`src/verilog/spmf_pkg.sv`:
```
// constants and types of the serial port block
// assumes one clock mclk and a synchronous reset srst
package spmf_pkg;
	// ****************
	// widths and depth
	// ****************
	localparam int SPMF_WORD_W = 32;
	localparam int SPMF_HALF_W = 16;
	localparam int SPMF_FIFO_D = 4;
	localparam int SPMF_CNT_W = 6;
	// ****************
	// field codes
	// ****************
	localparam logic [1:0] SPMF_WS_8 = 2'h0;
	localparam logic [1:0] SPMF_WS_16 = 2'h1;
	localparam logic [1:0] SPMF_WS_32 = 2'h2;
	localparam logic [1:0] SPMF_WS_9 = 2'h3;
	localparam logic [1:0] SPMF_FM_BIDIR = 2'h0;
	localparam logic [1:0] SPMF_FM_RDONLY = 2'h1;
	localparam logic [1:0] SPMF_FM_WRONLY = 2'h2;
	localparam logic [1:0] SPMF_FM_NONE = 2'h3;
	localparam logic [1:0] SPMF_DIV_2 = 2'h0;
	localparam logic [1:0] SPMF_DIV_14 = 2'h3;
	// ****************
	// lookup tables, indexed by field code
	// ****************
	// sclk half period in mclk cycles for divide by 2, 4, 8, 14
	localparam logic [2:0] SPMF_HALF_TAB [4] = '{3'h1, 3'h2, 3'h4, 3'h7};
	// bits per word for 8, 16, 32, 9
	localparam logic [5:0] SPMF_BITS_TAB [4] = '{6'h08, 6'h10, 6'h20, 6'h09};
	// fifo depth in words for 8, 16, 32, 9
	localparam logic [2:0] SPMF_CAP_TAB [4] = '{3'h4, 3'h2, 3'h1, 3'h4};
	// ****************
	// reset values
	// ****************
	localparam logic [31:0] SPMF_TX_RST = 32'h0;
	localparam logic SPMF_CS_N_RST = 1'b1;
	typedef enum logic {ST_IDLE, ST_SHIFT} spmf_state_t;
endpackage

```
`src/verilog/spmf_core.sv`:
```
// serial port controller, master or slave, with tx and rx word fifos
// assumes configuration ports are static during a word, strobes last one cycle
module spmf_core (
	// clock and reset
	input wire logic mclk,
	input wire logic srst,
	// configuration
	input wire logic ctrl_enable_bit,
	input wire logic slave_select_mode_bit,
	input wire logic clock_polarity_bit,
	input wire logic clock_phase_bit,
	input wire logic [1:0] word_size_sel,
	input wire logic [1:0] clock_div_sel,
	input wire logic [1:0] fifo_mode_sel,
	input wire logic idle_level_bit,
	input wire logic engine_reset_bit,
	input wire logic force_output_bit,
	input wire logic chip_enable_ctrl_bit,
	input wire logic ninth_bit_cmd_data,
	input wire logic irq_mask_bit,
	// processor data access
	input wire logic data_low_wr,
	input wire logic data_high_wr,
	input wire logic [spmf_pkg::SPMF_HALF_W-1:0] wr_data,
	input wire logic data_low_rd,
	input wire logic irq_clear_wr,
	output logic [spmf_pkg::SPMF_HALF_W-1:0] data_low_register,
	output logic [spmf_pkg::SPMF_HALF_W-1:0] data_high_register,
	// status
	output logic tx_holding_full_flag,
	output logic irq_status_bit,
	output logic irq_pending_flag,
	output logic busy_flag,
	output logic irq,
	// dma requests
	output logic rx_dma_req,
	output logic tx_dma_req,
	// serial pins
	input wire logic serial_clock_in,
	output logic serial_clock_out,
	output logic serial_clock_oe,
	output logic serial_out_pin,
	input wire logic serial_in_pin,
	input wire logic first_port_chip_enable_n
);
	import spmf_pkg::*;
	// ****************
	// declarations
	// ****************
	spmf_state_t state_reg;
	logic [SPMF_WORD_W-1:0] shift_reg;
	logic [SPMF_WORD_W-1:0] shift_next;
	logic [SPMF_WORD_W-1:0] tx_data_reg;
	logic [SPMF_WORD_W-1:0] rx_data_reg;
	logic [SPMF_WORD_W-1:0] src_word;
	logic [SPMF_WORD_W-1:0] aligned;
	logic [SPMF_WORD_W-1:0] rx_word;
	logic [SPMF_WORD_W-1:0] wr_word;
	logic [SPMF_WORD_W-1:0] tx_head;
	logic [SPMF_WORD_W-1:0] rx_head;
	logic [SPMF_HALF_W-1:0] tx_high_reg;
	logic [SPMF_HALF_W-1:0] rx_low;
	logic [SPMF_CNT_W-1:0] bit_cnt_reg;
	logic [SPMF_CNT_W-1:0] cnt_next;
	logic [SPMF_CNT_W-1:0] nbits;
	logic [2:0] cap;
	logic hold_full_reg;
	logic sdo_reg;
	logic keep_last_reg;
	logic cs_n_q_reg;
	logic pend_reg;
	logic tx_fifo_on;
	logic rx_fifo_on;
	logic engine_clr;
	logic shifting;
	logic lead;
	logic trail;
	logic sample_edge;
	logic drive_edge;
	logic done_now;
	logic load_now;
	logic avail;
	logic cs_abort;
	logic gate_ok;
	logic irq_src;
	logic tx_full;
	logic tx_empty;
	logic rx_full;
	logic rx_empty;
	// ****************
	// mode decode
	// ****************
	assign tx_fifo_on = (fifo_mode_sel == SPMF_FM_BIDIR) || (fifo_mode_sel == SPMF_FM_WRONLY);
	assign rx_fifo_on = (fifo_mode_sel == SPMF_FM_BIDIR) || (fifo_mode_sel == SPMF_FM_RDONLY);
	// the engine stays parked until enabled, so configure first
	assign engine_clr = !ctrl_enable_bit || engine_reset_bit;
	assign nbits = SPMF_BITS_TAB[word_size_sel];
	assign cap = SPMF_CAP_TAB[word_size_sel];
	assign shifting = (state_reg == ST_SHIFT);
	assign gate_ok = !chip_enable_ctrl_bit || !first_port_chip_enable_n;
	assign wr_word = {tx_high_reg, wr_data};
	// ****************
	// word source and start
	// ****************
	assign src_word = tx_fifo_on ? tx_head : tx_data_reg;
	always_comb begin
		case (fifo_mode_sel)
			SPMF_FM_NONE: avail = hold_full_reg;
			SPMF_FM_WRONLY: avail = !tx_empty;
			SPMF_FM_RDONLY: avail = !rx_full;
			default: avail = !tx_empty && !rx_full;
		endcase
	end
	// a slave loads ahead and then waits for the far master's edges
	assign load_now = !shifting && !engine_clr && avail;
	always_comb begin
		case (word_size_sel)
			SPMF_WS_8: aligned = {src_word[7:0], 24'h0};
			SPMF_WS_16: aligned = {src_word[15:0], 16'h0};
			SPMF_WS_9: aligned = {ninth_bit_cmd_data, src_word[7:0], 23'h0};
			default: aligned = src_word;
		endcase
	end
	// ****************
	// serial clock and edges
	// ****************
	spmf_clkgen u_clkgen (
		.mclk(mclk),
		.srst(srst),
		.run(shifting),
		.slave(slave_select_mode_bit),
		.pol(clock_polarity_bit),
		.gate_ok(gate_ok),
		.div_sel(clock_div_sel),
		.sclk_in(serial_clock_in),
		.sclk_out(serial_clock_out),
		.lead(lead),
		.trail(trail)
	);
	assign serial_clock_oe = ctrl_enable_bit && !slave_select_mode_bit;
	assign sample_edge = shifting && (clock_phase_bit ? trail : lead);
	assign drive_edge = shifting && (clock_phase_bit ? lead : trail);
	assign cs_abort = shifting && slave_select_mode_bit && chip_enable_ctrl_bit && first_port_chip_enable_n
		&& !cs_n_q_reg && (bit_cnt_reg != 6'h00);
	// ****************
	// shift engine
	// ****************
	assign shift_next = sample_edge ? {shift_reg[SPMF_WORD_W-2:0], serial_in_pin} : shift_reg;
	assign cnt_next = sample_edge ? bit_cnt_reg + 6'h01 : bit_cnt_reg;
	assign done_now = shifting && trail && !cs_abort && (cnt_next == nbits);
	always_comb begin
		case (word_size_sel)
			SPMF_WS_16: rx_word = {16'h0, shift_next[15:0]};
			SPMF_WS_32: rx_word = shift_next;
			// the ninth bit has left the low byte and is dropped
			default: rx_word = {24'h0, shift_next[7:0]};
		endcase
	end
	assign rx_low = rx_word[SPMF_HALF_W-1:0];
	always_ff @(posedge mclk) begin
		if (srst || engine_clr) begin
			state_reg <= ST_IDLE;
			shift_reg <= SPMF_TX_RST;
			bit_cnt_reg <= 6'h00;
		end else if (load_now) begin
			state_reg <= ST_SHIFT;
			shift_reg <= aligned;
			bit_cnt_reg <= 6'h00;
		end else if (cs_abort) begin
			state_reg <= ST_IDLE;
			shift_reg <= SPMF_TX_RST;
			bit_cnt_reg <= 6'h00;
		end else if (shifting) begin
			shift_reg <= shift_next;
			bit_cnt_reg <= cnt_next;
			if (done_now)
				state_reg <= ST_IDLE;
		end
	end
	always_ff @(posedge mclk) begin
		if (srst)
			cs_n_q_reg <= SPMF_CS_N_RST;
		else
			cs_n_q_reg <= first_port_chip_enable_n;
	end
	// ****************
	// serial output
	// ****************
	always_ff @(posedge mclk) begin
		if (srst || engine_clr) begin
			sdo_reg <= 1'b0;
			keep_last_reg <= 1'b0;
		end else if (load_now) begin
			sdo_reg <= aligned[SPMF_WORD_W-1];
			keep_last_reg <= 1'b0;
		end else begin
			if (drive_edge && !done_now)
				sdo_reg <= shift_reg[SPMF_WORD_W-1];
			if (done_now)
				keep_last_reg <= clock_phase_bit;
		end
	end
	always_comb begin
		if (force_output_bit)
			serial_out_pin = idle_level_bit;
		else if (shifting || keep_last_reg)
			serial_out_pin = sdo_reg;
		else
			serial_out_pin = idle_level_bit;
	end
	// ****************
	// transmit side
	// ****************
	always_ff @(posedge mclk) begin
		if (srst) begin
			tx_data_reg <= SPMF_TX_RST;
			tx_high_reg <= SPMF_TX_RST[SPMF_HALF_W-1:0];
		end else begin
			if (data_high_wr)
				tx_high_reg <= wr_data;
			if (data_low_wr)
				tx_data_reg <= wr_word;
		end
	end
	// a write in the same cycle as a load re-arms the flag
	always_ff @(posedge mclk) begin
		if (srst)
			hold_full_reg <= 1'b0;
		else if (data_low_wr && fifo_mode_sel == SPMF_FM_NONE)
			hold_full_reg <= 1'b1;
		else if (load_now && fifo_mode_sel == SPMF_FM_NONE)
			hold_full_reg <= 1'b0;
	end
	spmf_fifo u_tx_fifo (
		.mclk(mclk),
		.srst(srst),
		.flush(engine_reset_bit),
		.cap(cap),
		.push(data_low_wr && tx_fifo_on),
		.push_data(wr_word),
		.pop(load_now && tx_fifo_on),
		.head(tx_head),
		.full(tx_full),
		.empty(tx_empty)
	);
	// ****************
	// receive side
	// ****************
	// without an rx fifo an unread word is simply overwritten
	always_ff @(posedge mclk) begin
		if (srst)
			rx_data_reg <= SPMF_TX_RST;
		else if (done_now && !rx_fifo_on) begin
			rx_data_reg[SPMF_HALF_W-1:0] <= rx_low;
			if (word_size_sel == SPMF_WS_32)
				rx_data_reg[SPMF_WORD_W-1:SPMF_HALF_W] <= rx_word[SPMF_WORD_W-1:SPMF_HALF_W];
		end
	end
	spmf_fifo u_rx_fifo (
		.mclk(mclk),
		.srst(srst),
		.flush(engine_reset_bit),
		.cap(cap),
		.push(done_now && rx_fifo_on),
		.push_data(rx_word),
		.pop(data_low_rd && rx_fifo_on),
		.head(rx_head),
		.full(rx_full),
		.empty(rx_empty)
	);
	assign data_low_register = rx_fifo_on ? rx_head[SPMF_HALF_W-1:0] : rx_data_reg[SPMF_HALF_W-1:0];
	assign data_high_register = rx_fifo_on ? rx_head[SPMF_WORD_W-1:SPMF_HALF_W]
		: rx_data_reg[SPMF_WORD_W-1:SPMF_HALF_W];
	// ****************
	// status and requests
	// ****************
	always_ff @(posedge mclk) begin
		if (srst)
			pend_reg <= 1'b0;
		else if (done_now)
			pend_reg <= 1'b1;
		else if (irq_clear_wr)
			pend_reg <= 1'b0;
	end
	always_comb begin
		case (fifo_mode_sel)
			SPMF_FM_WRONLY: irq_src = !tx_full;
			SPMF_FM_NONE: irq_src = pend_reg;
			default: irq_src = pend_reg || !rx_empty;
		endcase
	end
	assign irq_status_bit = irq_src;
	assign irq_pending_flag = pend_reg;
	assign irq = irq_src && !irq_mask_bit;
	assign tx_holding_full_flag = tx_fifo_on ? tx_full : hold_full_reg;
	assign busy_flag = shifting || (tx_fifo_on && !tx_empty) || (fifo_mode_sel == SPMF_FM_NONE && hold_full_reg)
		|| (fifo_mode_sel == SPMF_FM_RDONLY && ctrl_enable_bit && !slave_select_mode_bit && !rx_full);
	// tx request stands once the mode is entered and enabled and drops while the tx fifo is full; rx request waits for a received word
	assign tx_dma_req = ctrl_enable_bit && tx_fifo_on && !tx_full;
	assign rx_dma_req = ctrl_enable_bit && rx_fifo_on && !rx_empty;
endmodule // spmf_core

```
`src/verilog/spmf_fifo.sv`:
```
// word fifo of flip-flops whose usable depth follows the word size
// assumes push and pop are one-cycle strobes on mclk
module spmf_fifo (
	// clock and reset
	input wire logic mclk,
	input wire logic srst,
	// control
	input wire logic flush,
	input wire logic [2:0] cap,
	// fill side
	input wire logic push,
	input wire logic [spmf_pkg::SPMF_WORD_W-1:0] push_data,
	// drain side
	input wire logic pop,
	output logic [spmf_pkg::SPMF_WORD_W-1:0] head,
	output logic full,
	output logic empty
);
	import spmf_pkg::*;
	logic [SPMF_WORD_W-1:0] mem_reg [SPMF_FIFO_D];
	logic [1:0] wr_ptr_reg;
	logic [1:0] rd_ptr_reg;
	logic [2:0] count_reg;
	logic do_push;
	logic do_pop;
	assign full = (count_reg >= cap);
	assign empty = (count_reg == 3'h0);
	// a push while full is dropped, the sender sees full
	assign do_push = push && !full;
	assign do_pop = pop && !empty;
	assign head = mem_reg[rd_ptr_reg];
	always_ff @(posedge mclk) begin
		if (srst || flush) begin
			wr_ptr_reg <= 2'h0;
			rd_ptr_reg <= 2'h0;
			count_reg <= 3'h0;
		end else begin
			if (do_push)
				wr_ptr_reg <= wr_ptr_reg + 2'h1;
			if (do_pop)
				rd_ptr_reg <= rd_ptr_reg + 2'h1;
			if (do_push && !do_pop)
				count_reg <= count_reg + 3'h1;
			else if (do_pop && !do_push)
				count_reg <= count_reg - 3'h1;
		end
	end
	always_ff @(posedge mclk) begin
		if (do_push)
			mem_reg[wr_ptr_reg] <= push_data;
	end
endmodule // spmf_fifo

```
`src/verilog/spmf_clkgen.sv`:
```
// serial clock divider for master and edge detector for slave
// assumes the slave clock input is synchronous and slow against mclk
module spmf_clkgen (
	// clock and reset
	input wire logic mclk,
	input wire logic srst,
	// control
	input wire logic run,
	input wire logic slave,
	input wire logic pol,
	input wire logic gate_ok,
	input wire logic [1:0] div_sel,
	// serial clock
	input wire logic sclk_in,
	output logic sclk_out,
	// edge strobes
	output logic lead,
	output logic trail
);
	import spmf_pkg::*;
	logic [2:0] half;
	logic [2:0] div_cnt_reg;
	logic phase_reg;
	logic sclk_q_reg;
	logic tick;
	logic s_edge;
	assign half = SPMF_HALF_TAB[div_sel];
	assign tick = run && !slave && (div_cnt_reg == half - 3'h1);
	always_ff @(posedge mclk) begin
		if (srst || !run || slave) begin
			div_cnt_reg <= 3'h0;
			phase_reg <= 1'b0;
		end else if (tick) begin
			div_cnt_reg <= 3'h0;
			phase_reg <= !phase_reg;
		end else
			div_cnt_reg <= div_cnt_reg + 3'h1;
	end
	always_ff @(posedge mclk) begin
		if (srst)
			sclk_q_reg <= 1'b0;
		else
			sclk_q_reg <= sclk_in;
	end
	// one sample per mclk: the far clock must be well below mclk
	assign s_edge = slave && gate_ok && (sclk_in != sclk_q_reg);
	assign lead = tick ? !phase_reg : (s_edge && (sclk_in != pol));
	assign trail = tick ? phase_reg : (s_edge && (sclk_in == pol));
	assign sclk_out = pol ^ phase_reg;
endmodule // spmf_clkgen

```
`config.mk`:
```
export PLATFORM = sky130hd
export DESIGN_NAME = spmf_core
export DESIGN_NICKNAME = d
export VERILOG_FILES = /design/src/verilog/spmf_pkg.sv /design/src/verilog/spmf_core.sv /design/src/verilog/spmf_fifo.sv /design/src/verilog/spmf_clkgen.sv
export SDC_FILE = /design/constraint.sdc
export NUM_CORES = 1
export LEC_CHECK = 0
export BUFFER_PORTS_ARGS = -buffer_cell sky130_fd_sc_hd__buf_2
export CAP_MARGIN = 30
export CORE_ASPECT_RATIO = 1.25
export CORE_UTILIZATION = 45
export CTS_CLUSTER_DIAMETER = 80
export DETAILED_ROUTE_END_ITERATION = 16
export SLEW_MARGIN = 5
export SYNTH_ARGS = -nofsm -noshare
export SYNTH_HDL_FRONTEND = slang
export SYNTH_SLANG_ARGS = --single-unit
```
`constraint.sdc`:
```
create_clock -name mclk -period 10.9 [get_ports mclk]
set_input_delay 2.18 -clock mclk [delete_from_list [all_inputs] [get_ports mclk]]
set_output_delay 2.18 -clock mclk [all_outputs]
set_load 0.05 [all_outputs]
```
==> metrics <==
status=complete, no violations; num ports=between 80 and 90; first-pass GRT wire length=around 63 mm; Yosys reg bits=403; largest net degree at the start of global routing=57; CP Launch Type=input port; share of cells above drive strength 1=21.3%; worst skew pair latency=~0.55 ns; Max IR drop VDD=~0.12 mV; fin util=roughly half; max-slew violation count=0; post-CTS sizing=0; Die Y=~220 microns; commonest non-fill, non-tap cell in the layout=edfxtp_1; HP Class=reg -> reg; Synth async-reset ratio=0%; root buffer cell=clkbuf_16; DRC viols=0; Starting DRT DRC Count=~980; via count=between 10000 and 15000; number of iterations in the first detailed-routing pass=5; port bufs=82; # setup viols final=0; fin crit share=~64%; number of max-cap violations=0; worst path cell trace=buf_2, inv_1, ha_1, ha_1, a211oi_1, nand2_1, nand3b_1, nor2b_1, buf_2; Worst path max stage delay=just over 0.8 ns; Layout area overhead=13.2%; CP endpoint kind=primary output; Die Area=slightly below 0.04 sq mm; Max Clk Rate=about 140 MHz; antenna viol nets, final=0; Diodes inserted=0; core area=between 0.03 and 0.04 sq mm; arrival time worst endpoint=4.80 ns; WP data required=8.72 ns; Crit Path Max Fanout=21; RSZ-0062 raised after global routing=false; Cell Pwr Density=166 mW/mm^2; Pleak=0.00711 uW; Total GRT Usage=around a fifth; critical path type=in -> out; initial antenna violation count=0; Slew HR=between 30% and 40%; Ys Warns=0; vias in the first global route=~11000; Vias/cell=5.69; # nets final=1447; Starting Density=between 40% and 50%; Die Wd=about 180 microns; global route overflow=0; Post-DP HPWL=25.3 mm; hold buffers post-CTS=0; setup TNS=0 ns; total power=between 3000 and 4000 uW; Syn Area/Cell=between 10 and 15 sq um; Mapped Area=about 0.017 sq mm; slowest stage cell on the critical path=ha_1; count of cell types in the netlist=58; Wirelength per Cell=between 20 and 25 microns; worst slew pin tran=around 0.93 ns; H-tree depth=2; # rows=80; final WL=about 40 mm; Syn Nets=roughly 1400; CTS sink cnt=roughly 400; final hold viol count=0; Cells after Synth=~1300; most frequent cells in the layout=256 x edfxtp_1, 145 x dfxtp_1, 131 x nand2_1; total CTS buffers=40; Clock transition at path regs=approximately 0.06 ns; Bufs on Longest Clock Path=3; Fin Clk Skew=approximately 0.02 ns; RD Place Congestion=around 0.90; register area share after synthesis=61.1%; Primary FF master, synth=edfxtp_1; Tmin final=roughly 7.0 ns; number of synthesized flops with an enable pin=256; Setup Fix Bufs, Post-CTS=0; CTS tree=built
-- synth_stat cells (all sizes together), types with 3 or more instances --
cell type / count / area, sq um
nand2b: 5 / 31.3
a22oi: 7 / 52.6
a222oi: 5 / 50.1
buf: 20 / 83.8
o221a: 16 / 180
dfxtp: 147 / 2940
a31oi: 3 / 18.8
a31o: 10 / 87.6
nor3b: 3 / 22.5
or3: 6 / 37.5
nand2: 131 / 492
ha: 24 / 300
nor2: 120 / 450
a311oi: 3 / 26.3
inv: 23 / 86.3
and3: 4 / 25.0
o311a: 8 / 80.1
clkbuf: 73 / 275
nor3: 5 / 30.0
xnor2: 13 / 114
o31ai: 18 / 135
mux2i: 71 / 711
nor2b: 6 / 37.5
and2: 18 / 113
o21bai: 9 / 67.6
nand3: 8 / 40.0
a21o: 3 / 22.5
a2bb2oi: 8 / 70.1
nand4: 19 / 119
a221oi: 4 / 35.0
or4b: 15 / 150
a21oi: 80 / 400
xor2: 12 / 105
o211ai: 4 / 30.0
mux2: 37 / 417
o211a: 3 / 30.0
o21ai: 39 / 195
mux4: 64 / 1440
or2: 3 / 18.8
edfxtp: 256 / 7690
-- report_power, final --
| part | switching (uW) | total, uW | internal, uW |
|---|---|---|---|
| Combinational | 117 | 176 | 59.1 |
| Sequential | 11.5 | 1650 | 1630 |
| Clock | 567 | 1440 | 872 |
| Total | 695 | 3260 | 2560 |
-- path summary, 6_finish.rpt --
| path | startpoint | end | slack, ns | cells past startpoint |
|---|---|---|---|---|
| max | word_size_sel[0] | irq | 3.92 | 9 |
| min | rx_data_reg[14] | rx_data_reg[14] | 0.47 | 2 |
| max reg2reg | shifting | u_rx_fifo.count_reg[2] | 6.63 | 13 |
| min reg2reg | rx_data_reg[14] | rx_data_reg[14] | 0.47 | 2 |
-- metal layers --
metal / vias up / share of wire (%) / GRT usage, %
li1: 5088 / - / -
met2: 237 / 51 / 36.4
met4: 0 / 2.4 / 6.51
met1: 5433 / 43 / 27.0
met3: 57 / 4.1 / 3.07
met5: - / 0 / 0
-- layout make-up --
type / count / area [sq um]
tap: 492 / 616
sequential: 403 / 10600
clock inverter: 18 / 270
timing repair buffer: 110 / 656
clock buffer: 54 / 1090
inverter: 23 / 86.3
fill: 3308 / 18500
multi-input combinational: 802 / 6320
-- critical path: cells and delay by family --
kind | cells | cell delay [ns]
adder cells (fa/ha/maj) | 2 | 1.19
AO/OA/AOI/OAI | 1 | 0.64
buffers and inverters | 3 | 0.43
AND/OR/NAND/NOR | 3 | 0.36
-- metrics by stage --
step | area [sq um] | instances | hold WS, ns | worst slack (ns)
6_report | 19700 | 1902 | 0.470 | 3.92
5_1_grt | 19700 | 1902 | 0.490 | 3.72
4_1_cts | 19700 | 1901 | 0.468 | 3.90
3_5_place_dp | 18300 | 1829 | 0.460 | 3.90
3_3_place_gp | 18300 | 1827 | 0.448 | 3.97
2_1_floorplan | 17400 | 1321 | 0.425 | 3.83
-- kinds of logic after synthesis --
group,after synthesis,share of synthesized area (%)
xor+xnor,25,1.26
flops,403,61.1
compound gates,227,8.85
fa+ha+maj,26,1.96
simple gates,352,9.46
mux,172,14.8
buf+inv,116,2.56
(Power assumes the default switching activity.)
